**src/hdl/swr_cfg.svh**
```systemverilog
// Constants for the supervisor watchdog reset block
// Functional notes
// - Kick steady past timeout pulses reset low and drives expired flag low
// - Watchdog timer is disabled while the kick input floats or sits mid-level
// - Every kick transition restarts the timer; processor must kick before timeout
// - A low expired flag returns high at the next kick transition
// - Expired flag held high while the kick input is floating or mid-level
// - Expired flag forced high whenever the low-line flag goes low
// - Active-high reset output is always the inverse of active-low reset
// - Gated chip select low only when incoming select low and sense above threshold
// - Select high or open uses internal oscillator; low uses external input
// - With internal oscillator, external input level picks fast or slow timeout
// - Low-line flag low while sense below threshold, high again with no delay
// - Supply below battery disables power-fail compare and drives its flag low
// - Battery flag high while output fed from battery, low from main supply
// - Active-low reset driven low whenever low-line sense is below threshold
// - Reset held for a 50 ms pulse after the low-line condition clears
// - Default internal timing: kick every 1.6 s or get repeated 50 ms pulses
`ifndef SWR_CFG_SVH
`define SWR_CFG_SVH
`define SWR_CLK_MHZ 125
`define SWR_INT_TICK_US 1000
`define SWR_INT_TICK_CYC (`SWR_INT_TICK_US * `SWR_CLK_MHZ)
`define SWR_RESET_PULSE_MS 50
`define SWR_WDT_SLOW_MS 1600
`define SWR_WDT_FAST_MS 100
`define SWR_INT_RST_TICKS ((`SWR_RESET_PULSE_MS * 1000) / `SWR_INT_TICK_US)
`define SWR_INT_WDT_SLOW ((`SWR_WDT_SLOW_MS * 1000) / `SWR_INT_TICK_US)
`define SWR_INT_WDT_FAST ((`SWR_WDT_FAST_MS * 1000) / `SWR_INT_TICK_US)
`define SWR_EXT_RST_CYC 16'h00c8
`define SWR_EXT_WDT_CYC 16'h1900
`define SWR_CNT_W 16
`define SWR_IRQ_W 4
`define SWR_ADR_CTRL 8'h00
`define SWR_ADR_STATUS 8'h04
`define SWR_ADR_IRQ_STAT 8'h08
`define SWR_ADR_IRQ_MASK 8'h0c
`define SWR_ADR_WDT_CNT 8'h10
`define SWR_CTRL_RST 1'h1
`define SWR_IRQ_MASK_RST 4'h0
`define SWR_IRQ_WDT 0
`define SWR_IRQ_LOWLINE 1
`define SWR_IRQ_PFAIL 2
`define SWR_IRQ_BATT 3
`endif

```
**src/hdl/swr_pkg.sv**
```systemverilog
// Types shared by the supervisor watchdog reset block
`include "swr_cfg.svh"
package swr_pkg;
   typedef enum logic [1:0] {
      SWR_RELEASED = 2'b00,
      SWR_LOWLINE = 2'b01,
      SWR_PULSE = 2'b10
   } swr_rst_state_e;

   typedef struct packed {
      logic valid;
      logic level;
   } swr_kick_s;

   typedef struct packed {
      logic reset_n;
      logic reset;
      logic lowline_n;
      logic expired_n;
      logic powerfail_n;
      logic battery_active_flag;
      logic cs_n;
   } swr_flags_s;

   typedef logic [`SWR_IRQ_W-1:0] swr_irq_t;
   typedef logic [`SWR_CNT_W-1:0] swr_cnt_t;
endpackage : swr_pkg

```
**src/hdl/swr_top.sv**
```systemverilog
// Supervisor watchdog and reset generator with Wishbone registers
`timescale 1ns/10ps
`default_nettype none
`include "swr_cfg.svh"
module swr_top #(
   parameter int unsigned INT_TICK_CYC = `SWR_INT_TICK_CYC,
   parameter logic [`SWR_CNT_W-1:0] RST_TICKS_INT =
      `SWR_CNT_W'(`SWR_INT_RST_TICKS),
   parameter logic [`SWR_CNT_W-1:0] WDT_SLOW_INT =
      `SWR_CNT_W'(`SWR_INT_WDT_SLOW),
   parameter logic [`SWR_CNT_W-1:0] WDT_FAST_INT =
      `SWR_CNT_W'(`SWR_INT_WDT_FAST),
   parameter logic [`SWR_CNT_W-1:0] RST_CYC_EXT = `SWR_EXT_RST_CYC,
   parameter logic [`SWR_CNT_W-1:0] WDT_CYC_EXT = `SWR_EXT_WDT_CYC
) (
   input wire logic clk_i,
   input wire logic rst_i,
   input wire logic wb_cyc_i,
   input wire logic wb_stb_i,
   input wire logic wb_we_i,
   input wire logic [7:0] wb_adr_i,
   input wire logic [3:0] wb_sel_i,
   input wire logic [31:0] wb_dat_i,
   output logic [31:0] wb_dat_o,
   output logic wb_ack_o,
   output logic irq_o,
   input wire swr_pkg::swr_kick_s watchdog_kick_in_i,
   input wire logic osc_source_select_i,
   input wire logic ext_osc_input_i,
   input wire logic lowline_below_i,
   input wire logic powerfail_below_i,
   input wire logic supply_below_batt_i,
   input wire logic battery_feed_i,
   input wire logic chip_select_n_i,
   output logic reset_n_o,
   output logic reset_o,
   output logic lowline_flag_n_o,
   output logic watchdog_expired_n_o,
   output logic powerfail_flag_n_o,
   output logic battery_active_flag_o,
   output logic chip_select_n_o
);
   import swr_pkg::*;

   function automatic swr_cnt_t swr_pick(
      input logic ext,
      input swr_cnt_t ext_v,
      input swr_cnt_t int_v
   );
      swr_pick = ext ? ext_v : int_v;
   endfunction : swr_pick

   // Timebase and kick front end
   wire tick;
   wire kick_edge;
   wire kick_ok;

   swr_timebase #(
      .INT_TICK_CYC(INT_TICK_CYC)
   ) u_timebase (
      .clk_i(clk_i),
      .rst_i(rst_i),
      .osc_source_select_i(osc_source_select_i),
      .ext_osc_input_i(ext_osc_input_i),
      .tick_o(tick)
   );

   swr_kick_detect u_kick (
      .clk_i(clk_i),
      .rst_i(rst_i),
      .kick_i(watchdog_kick_in_i),
      .edge_o(kick_edge),
      .valid_o(kick_ok)
   );

   // State
   swr_rst_state_e state;
   swr_rst_state_e next_state;
   swr_cnt_t pulse_cnt;
   swr_cnt_t next_pulse_cnt;
   swr_cnt_t wdt_cnt;
   swr_cnt_t next_wdt_cnt;
   swr_flags_s flags;
   swr_flags_s next_flags;
   logic wdt_en;
   logic next_wdt_en;
   swr_irq_t irq_stat;
   swr_irq_t next_irq_stat;
   swr_irq_t irq_mask;
   swr_irq_t next_irq_mask;
   logic next_irq;

   // Terminal counts per oscillator option
   wire ext_sel;
   wire [`SWR_CNT_W-1:0] wdt_int_term;
   wire [`SWR_CNT_W-1:0] wdt_term;
   wire [`SWR_CNT_W-1:0] rst_term;

   assign ext_sel = ~osc_source_select_i;
   // Open external input reads high and gives the long default period
   assign wdt_int_term = ext_osc_input_i ? WDT_SLOW_INT :
      WDT_FAST_INT;
   assign wdt_term = swr_pick(ext_sel, WDT_CYC_EXT, wdt_int_term);
   assign rst_term = swr_pick(ext_sel, RST_CYC_EXT, RST_TICKS_INT);

   // Watchdog timer
   wire wdt_on;
   wire wdt_clear;
   wire [`SWR_CNT_W-1:0] wdt_plus;
   wire wdt_hit;

   // Software enable and a valid kick level are both needed
   assign wdt_on = wdt_en & kick_ok;
   assign wdt_plus = wdt_cnt + `SWR_CNT_W'(1);
   assign wdt_hit = wdt_on & tick & ~kick_edge & ~lowline_below_i &
      (wdt_plus >= wdt_term);
   assign wdt_clear = ~wdt_on | kick_edge | lowline_below_i |
      wdt_hit;
   assign next_wdt_cnt = wdt_clear ? `SWR_CNT_W'(0) :
      (tick ? wdt_plus : wdt_cnt);

   // Reset pulse sequencer
   wire [`SWR_CNT_W-1:0] pulse_plus;
   wire pulse_done;

   assign pulse_plus = pulse_cnt + `SWR_CNT_W'(1);
   assign pulse_done = tick & (pulse_plus >= rst_term);

   always_comb begin
      next_state = state;
      next_pulse_cnt = pulse_cnt;
      if (lowline_below_i) begin
         next_state = SWR_LOWLINE;
         next_pulse_cnt = `SWR_CNT_W'(0);
      end else begin
         case (state)
            SWR_LOWLINE: begin
               next_state = SWR_PULSE;
               next_pulse_cnt = `SWR_CNT_W'(0);
            end
            SWR_PULSE: begin
               if (wdt_hit) begin
                  next_pulse_cnt = `SWR_CNT_W'(0);
               end else if (pulse_done) begin
                  next_state = SWR_RELEASED;
                  next_pulse_cnt = `SWR_CNT_W'(0);
               end else if (tick) begin
                  next_pulse_cnt = pulse_plus;
               end
            end
            SWR_RELEASED: begin
               if (wdt_hit) begin
                  next_state = SWR_PULSE;
                  next_pulse_cnt = `SWR_CNT_W'(0);
               end
            end
            default: begin
               next_state = SWR_PULSE;
               next_pulse_cnt = `SWR_CNT_W'(0);
            end
         endcase
      end
   end

   // Expired flag: release conditions win over a fresh timeout
   wire next_expired_n;

   assign next_expired_n = (lowline_below_i | ~wdt_on) ? 1'b1 :
      (wdt_hit ? 1'b0 :
      (kick_edge ? 1'b1 : flags.expired_n));

   // Output flags
   wire next_reset_n;

   assign next_reset_n = (next_state == SWR_RELEASED);

   always_comb begin
      next_flags.reset_n = next_reset_n;
      next_flags.reset = ~next_reset_n;
      next_flags.lowline_n = ~lowline_below_i;
      next_flags.expired_n = next_expired_n;
      next_flags.powerfail_n = ~(powerfail_below_i |
         supply_below_batt_i);
      next_flags.battery_active_flag = battery_feed_i;
      next_flags.cs_n = chip_select_n_i | lowline_below_i;
   end

   assign reset_n_o = flags.reset_n;
   assign reset_o = flags.reset;
   assign lowline_flag_n_o = flags.lowline_n;
   assign watchdog_expired_n_o = flags.expired_n;
   assign powerfail_flag_n_o = flags.powerfail_n;
   assign battery_active_flag_o = flags.battery_active_flag;
   assign chip_select_n_o = flags.cs_n;

   // Wishbone slave: one wait state, writes land on the acknowledged edge
   wire req;
   wire wr_lo;
   wire sel_ctrl;
   wire sel_status;
   wire sel_irq_stat;
   wire sel_irq_mask;
   wire sel_wdt_cnt;
   wire [31:0] status_word;
   wire [31:0] rd_data;

   assign req = wb_cyc_i & wb_stb_i;
   assign wr_lo = req & wb_we_i & wb_ack_o & wb_sel_i[0];
   assign sel_ctrl = (wb_adr_i == `SWR_ADR_CTRL);
   assign sel_status = (wb_adr_i == `SWR_ADR_STATUS);
   assign sel_irq_stat = (wb_adr_i == `SWR_ADR_IRQ_STAT);
   assign sel_irq_mask = (wb_adr_i == `SWR_ADR_IRQ_MASK);
   assign sel_wdt_cnt = (wb_adr_i == `SWR_ADR_WDT_CNT);

   assign status_word = {25'h0, wdt_on, kick_ok, flags.battery_active_flag,
      flags.powerfail_n, flags.lowline_n, flags.expired_n, flags.reset_n};

   // Unmapped addresses acknowledge and read as zero
   assign rd_data = sel_ctrl ? {31'h0, wdt_en} :
      sel_status ? status_word :
      sel_irq_stat ? {28'h0, irq_stat} :
      sel_irq_mask ? {28'h0, irq_mask} :
      sel_wdt_cnt ? {16'h0, wdt_cnt} : 32'h0;

   assign next_wdt_en = (wr_lo & sel_ctrl) ? wb_dat_i[0] : wdt_en;
   assign next_irq_mask = (wr_lo & sel_irq_mask) ?
      wb_dat_i[`SWR_IRQ_W-1:0] : irq_mask;

   // Interrupt events; a set in the same cycle as its clear is kept
   swr_irq_t irq_ev;
   swr_irq_t irq_w1c;

   always_comb begin
      irq_ev = '0;
      irq_ev[`SWR_IRQ_WDT] = wdt_hit;
      irq_ev[`SWR_IRQ_LOWLINE] = lowline_below_i & flags.lowline_n;
      irq_ev[`SWR_IRQ_PFAIL] = ~next_flags.powerfail_n & flags.powerfail_n;
      irq_ev[`SWR_IRQ_BATT] = battery_feed_i & ~flags.battery_active_flag;
   end

   assign irq_w1c = (wr_lo & sel_irq_stat) ?
      wb_dat_i[`SWR_IRQ_W-1:0] : '0;
   assign next_irq_stat = (irq_stat & ~irq_w1c) | irq_ev;
   assign next_irq = |(next_irq_stat & next_irq_mask);

   always_ff @(posedge clk_i) begin
      if (rst_i) begin
         wb_ack_o <= 1'b0;
         wb_dat_o <= 32'h0;
      end else begin
         wb_ack_o <= req & ~wb_ack_o;
         wb_dat_o <= (req & ~wb_ack_o) ? rd_data : 32'h0;
      end
   end

   always_ff @(posedge clk_i) begin
      if (rst_i) begin
         wdt_en <= `SWR_CTRL_RST;
         irq_mask <= `SWR_IRQ_MASK_RST;
         irq_stat <= '0;
         irq_o <= 1'b0;
      end else begin
         wdt_en <= next_wdt_en;
         irq_mask <= next_irq_mask;
         irq_stat <= next_irq_stat;
         irq_o <= next_irq;
      end
   end

   // Leaving reset behaves like a low-line recovery: a full pulse first
   always_ff @(posedge clk_i) begin
      if (rst_i) begin
         state <= SWR_PULSE;
         pulse_cnt <= '0;
         wdt_cnt <= '0;
         flags <= 7'b0111101;
      end else begin
         state <= next_state;
         pulse_cnt <= next_pulse_cnt;
         wdt_cnt <= next_wdt_cnt;
         flags <= next_flags;
      end
   end
endmodule : swr_top
`default_nettype wire

```
**src/hdl/swr_timebase.sv**
```systemverilog
// Tick generator from internal divider or external oscillator input
`timescale 1ns/10ps
`default_nettype none
`include "swr_cfg.svh"
module swr_timebase #(
   parameter int unsigned INT_TICK_CYC = `SWR_INT_TICK_CYC
) (
   input wire logic clk_i,
   input wire logic rst_i,
   input wire logic osc_source_select_i,
   input wire logic ext_osc_input_i,
   output logic tick_o
);
   logic [31:0] div;
   logic ext_prev;
   wire div_end;
   wire ext_rise;
   wire next_tick;

   assign div_end = (div >= INT_TICK_CYC - 32'h1);
   assign ext_rise = ext_osc_input_i & ~ext_prev;
   // Divider keeps running so a switch back to internal is glitch free
   assign next_tick = osc_source_select_i ? div_end : ext_rise;

   always_ff @(posedge clk_i) begin
      if (rst_i) begin
         div <= 32'h0;
         ext_prev <= 1'b0;
         tick_o <= 1'b0;
      end else begin
         div <= div_end ? 32'h0 : div + 32'h1;
         ext_prev <= ext_osc_input_i;
         tick_o <= next_tick;
      end
   end
endmodule : swr_timebase
`default_nettype wire

```
**src/hdl/swr_kick_detect.sv**
```systemverilog
// Edge detector for the three-level watchdog kick input
`timescale 1ns/10ps
`default_nettype none
module swr_kick_detect (
   input wire logic clk_i,
   input wire logic rst_i,
   input wire swr_pkg::swr_kick_s kick_i,
   output logic edge_o,
   output logic valid_o
);
   import swr_pkg::*;
   logic prev_level;
   logic prev_valid;
   wire next_edge;

   // Entering the valid band is no transition, only a level change inside it
   assign next_edge = kick_i.valid & prev_valid &
      (kick_i.level != prev_level);

   always_ff @(posedge clk_i) begin
      if (rst_i) begin
         prev_level <= 1'b0;
         prev_valid <= 1'b0;
         edge_o <= 1'b0;
         valid_o <= 1'b0;
      end else begin
         prev_level <= kick_i.level;
         prev_valid <= kick_i.valid;
         edge_o <= next_edge;
         valid_o <= kick_i.valid;
      end
   end
endmodule : swr_kick_detect
`default_nettype wire

```
**config.mk**
```make
export PLATFORM = sky130hd
export DESIGN_NAME = swr_top
export DESIGN_NICKNAME = d
export VERILOG_FILES = /design/src/hdl/swr_pkg.sv /design/src/hdl/swr_top.sv /design/src/hdl/swr_timebase.sv /design/src/hdl/swr_kick_detect.sv
export VERILOG_INCLUDE_DIRS = /design/src /design/src/hdl
export SDC_FILE = /design/constraint.sdc
export NUM_CORES = 1
export LEC_CHECK = 0
export ABC_AREA = 1
export BUFFER_PORTS_ARGS = -buffer_cell sky130_fd_sc_hd__buf_4
export CAP_MARGIN = 40
export CELL_PAD_IN_SITES_DETAIL_PLACEMENT = 0
export CELL_PAD_IN_SITES_GLOBAL_PLACEMENT = 1
export CORE_MARGIN = 2
export CORE_UTILIZATION = 36
export DETAILED_ROUTE_END_ITERATION = 10
export PLACE_DENSITY_LB_ADDON = 0.1
export SLEW_MARGIN = 20
export SYNTH_ARGS = -nofsm -noshare
export SYNTH_HDL_FRONTEND = slang
export SYNTH_SLANG_ARGS = --single-unit
```
**constraint.sdc**
```tcl
create_clock -name clk_i -period 2.55 [get_ports clk_i]
set_clock_uncertainty 0.1 [all_clocks]
set_input_delay 0.3825 -clock clk_i [delete_from_list [all_inputs] [get_ports clk_i]]
set_output_delay 0.3825 -clock clk_i [all_outputs]
set_load 0.005 [all_outputs]
```
==> flow_metrics.py <==
metrics = {
    "clocking": {
        "cts_hold_buf": 0,
        "cts-root-buf": "clkbuf_16",
        "htreeDepth": 3,
        "numCtsBuffers": 9,
        "cts.sinks": 105,
        "cts.path.max_buffers": 2,
        "insertion_delay_ns": 0.36,
        "clkTransAtPathRegs_ns": 0.07,
        "cts_tree": "yes",
    },
    "placement": {
        "place_hpwl_um": 8560,
        "place.gp.congestion": 0.803,
        "portBuffers": 51,
    },
    "power": {
        "total_power_mw": 3.28,
        "ir_drop_mv": 0.371,
        "power_per_cell_area_nw_per_um2": 511,
        "combPwrFrac_pct": 6.4,
        "pwr-share-clk_pct": 42.1,
        "p_int_mw": 2.46,
        "power_frac_seq_pct": 51.5,
        "p_leak_nw": 2.73,
        "switchingPower_mw": 0.813,
        "swShare_pct": 24.8,
    },
    "critical_path": {
        "endpoint_kind": "register",
        "worstPathRequired_ns": 2.73,
        "crit_path_start_kind": "register",
        "path_class": "register to register",
        "crit_fanout": 8,
        "cp.arrival_ns": 2.73,
    },
    "status": {
        "outcome": "finished, violations left",
        "violations": "negative setup slack",
    },
    "synth": {
        "synthArstFlopShare_pct": 0,
        "synth_area_um2": 4980,
        "ys_warn_count": 0,
        "synth_ff_type": "dfxtp_1",
        "avgSynthCellArea_um2": 7.42,
        "ys_ff_latch": 105,
        "ys_seq_area_share_pct": 42.2,
        "synth.distinct_cells": 41,
        "netlist_instances": 672,
        "synth_edf_count": 0,
    },
    "layout": {
        "diodes": 0,
        "layout_common_cells": "146 x nand2_1, 98 x dfxtp_1, 93 x buf_4, 87 x nor2_1, 79 x inv_1",
        "area_growth_pct": 28.6,
        "layout-drive-gt1-share_pct": 23.8,
        "fillCellCount": 1390,
        "seq_area_um2": 2120,
        "multiInputGateArea_um2": 2740,
        "finalNetCount": 860,
        "layout_commonest_cell": "nand2_1",
    },
    "global_route": {
        "grt_util_met3_pct": 3.89,
        "top_usage_layer": "met2",
        "met2_usage_pct": 28.3,
        "grt_pass1_vias": 4247,
        "grt.overflow.total": 0,
        "grt.total_usage_pct": 16.6,
        "grt_pass1_wl_um": 19400,
        "use_met1_pct": 20.4,
        "grt_max_degree": 26,
        "antenna_found_initial": 0,
    },
    "drt": {
        "ant_nets": 0,
        "drt-total-wl_um": 11400,
        "dr.pass1.iters": 4,
        "drc": 0,
        "wl_per_cell_um": 11.8,
        "drtIter0Drc": 210,
        "dr_total_vias": 4381,
        "vias_per_cell": 4.54,
    },
    "floorplanning": {
        "start_util_pct": 37.2,
        "core_um2": 13400,
        "die-area_um2": 14800,
        "pin_count": 99,
        "chipWidth_um": 122,
        "num_rows": 42,
        "die_h_um": 122,
    },
    "job": {
        "max_cap_violations": 0,
    },
    "sta": {
        "min_period_ns": 2.55,
        "fin_setup_tns_ns": -0.00479,
        "timing.fmax_mhz": 392,
        "final.setup.worst_slack_ns": -0.00326,
        "relSlewSlack_pct": 50.3,
        "rsz0062_at_grt": "true",
        "setup-violations-final": 2,
        "worstMarginPinSlew_ns": 0.743,
        "fin_crit_sh_pct": 100,
        "drv_slew": 0,
        "hold_violations": 0,
    },
    "hold_path": {
        "min_path_type": "input pin to register",
    },
}
## state kept, by name, summed over array words and instances, names as in the netlist, 2 cells and up
| signal | flops |
|---|---|
| u_timebase.div | 32 |
| pulse_cnt | 16 |
| wb_dat_o | 16 |
| wdt_cnt | 16 |
| irq_mask | 4 |
| irq_stat | 4 |
| state | 2 |
## power groups by stage
| stage | sequential, mW | combinational, mW | clock, mW |
|---|---|---|---|
| 6_report | 1.69 | 0.209 | 1.38 |
| 4_1_cts | 1.69 | 0.200 | 1.44 |
| 3_3_place_gp | 1.72 | 0.192 | 0 |
| 5_1_grt | 1.69 | 0.240 | 1.51 |
| 2_1_floorplan | 1.72 | 0.135 | 0 |
| 3_5_place_dp | 1.73 | 0.195 | 0 |
## Yosys cell counts, types with 3 or more instances
master | count | share of area, %
inv_1 | 80 | 6.0
clkbuf_1 | 5 | 0.38
xnor2_1 | 7 | 1.2
a21oi_2 | 8 | 1.4
nor2_2 | 14 | 1.8
nor2_1 | 92 | 6.9
nand4_1 | 10 | 1.3
nand3_1 | 40 | 4.0
nor4_1 | 5 | 0.63
nand2_2 | 3 | 0.38
nor3_2 | 3 | 0.60
a21oi_1 | 18 | 1.8
buf_4 | 16 | 2.4
ha_1 | 18 | 4.5
xor2_1 | 18 | 3.2
dfxtp_1 | 105 | 42
o21a_1 | 3 | 0.45
nor3b_1 | 3 | 0.45
nor3_1 | 20 | 2.0
nand2_4 | 4 | 0.90
o21ai_0 | 25 | 2.5
nand2_1 | 150 | 11
## cells by family after synthesis
group,count (synthesis),share of synthesized area [%]
buf+inv,108,9.67
fa+ha+maj,18,4.52
flops,105,42.2
compound gates,65,7.78
other cells,1,0.0752
xor+xnor,25,4.39
simple gates,350,31.4
## metrics by stage
| stage | utilization, % | worst slack (ns) | area [µm²] | hold slack (ns) | std cells |
|---|---|---|---|---|---|
| 5_1_grt | 47.8 | -0.177 | 6410 | 0.106 | 965 |
| 3_3_place_gp | 43.9 | -0.127 | 5880 | 0.326 | 946 |
| 2_1_floorplan | - | 0.000799 | 5120 | 0.318 | 702 |
| 6_report | 47.8 | -0.00326 | 6410 | 0.103 | 965 |
| 4_1_cts | 46.7 | -0.0387 | 6250 | 0.0913 | 963 |
| 3_5_place_dp | 43.9 | -0.150 | 5880 | 0.346 | 946 |
## worst paths after layout
path | start | cells after the start | slack (ns) | to
worst max-delay path | wdt_cnt[1] | 17 | -0.003 | pulse_cnt[4]
worst min-delay path | chip_select_n_i | 3 | 0.10 | chip_select_n_o
worst max register to register | wdt_cnt[1] | 17 | -0.003 | pulse_cnt[4]
worst min register to register | u_timebase.div[0] | 1 | 0.35 | u_timebase.div[0]
## critical path: stages (launching register included)
cell and delay, ns:
dfxtp_4 0.36, ha_4 0.14, nand2_4 0.06, nor2_4 0.11, nand3_2 0.08, or2_4 0.26, nor2_4 0.10, xor2_2 0.20
ha_1 0.27, inv_2 0.07, nor2_4 0.04, nand2_1 0.06, nor2_1 0.03, nand2_1 0.09, nand2_4 0.08, nand2_8 0.13
nand2_4 0.13, a21oi_2 0.18
## layout make-up
| cell class | count | area share [%] |
|---|---|---|
| flip-flops and latches | 105 | 33.0 |
| repair buffers | 95 | 11.4 |
| multi-input cells | 490 | 42.7 |
| well taps | 176 | 3.44 |
| clock buffers | 10 | 3.73 |
| inverters | 83 | 4.88 |
| clock inverters | 6 | 0.859 |
## per-layer routing
metal  wire length, µm  vias to the layer above  part of all wire, %
li1                  -                     2320                    -
met1              5320                     1992                   47
met2              5540                       56                   49
met3               357                       13                  3.1
met4               192                        0                  1.7
met5                 0                        -                    0
## repair_timing
action / CTS / global route
setup endpoints to repair: 37 / 38
gates resized for setup: 16 / 31
setup buffers: 1 / 1
pin swaps: 2 / 5
hold endpoints to repair: 0 / 0
gates cloned: 0 / 1
Note: power is estimated with default switching activity, not from simulation.
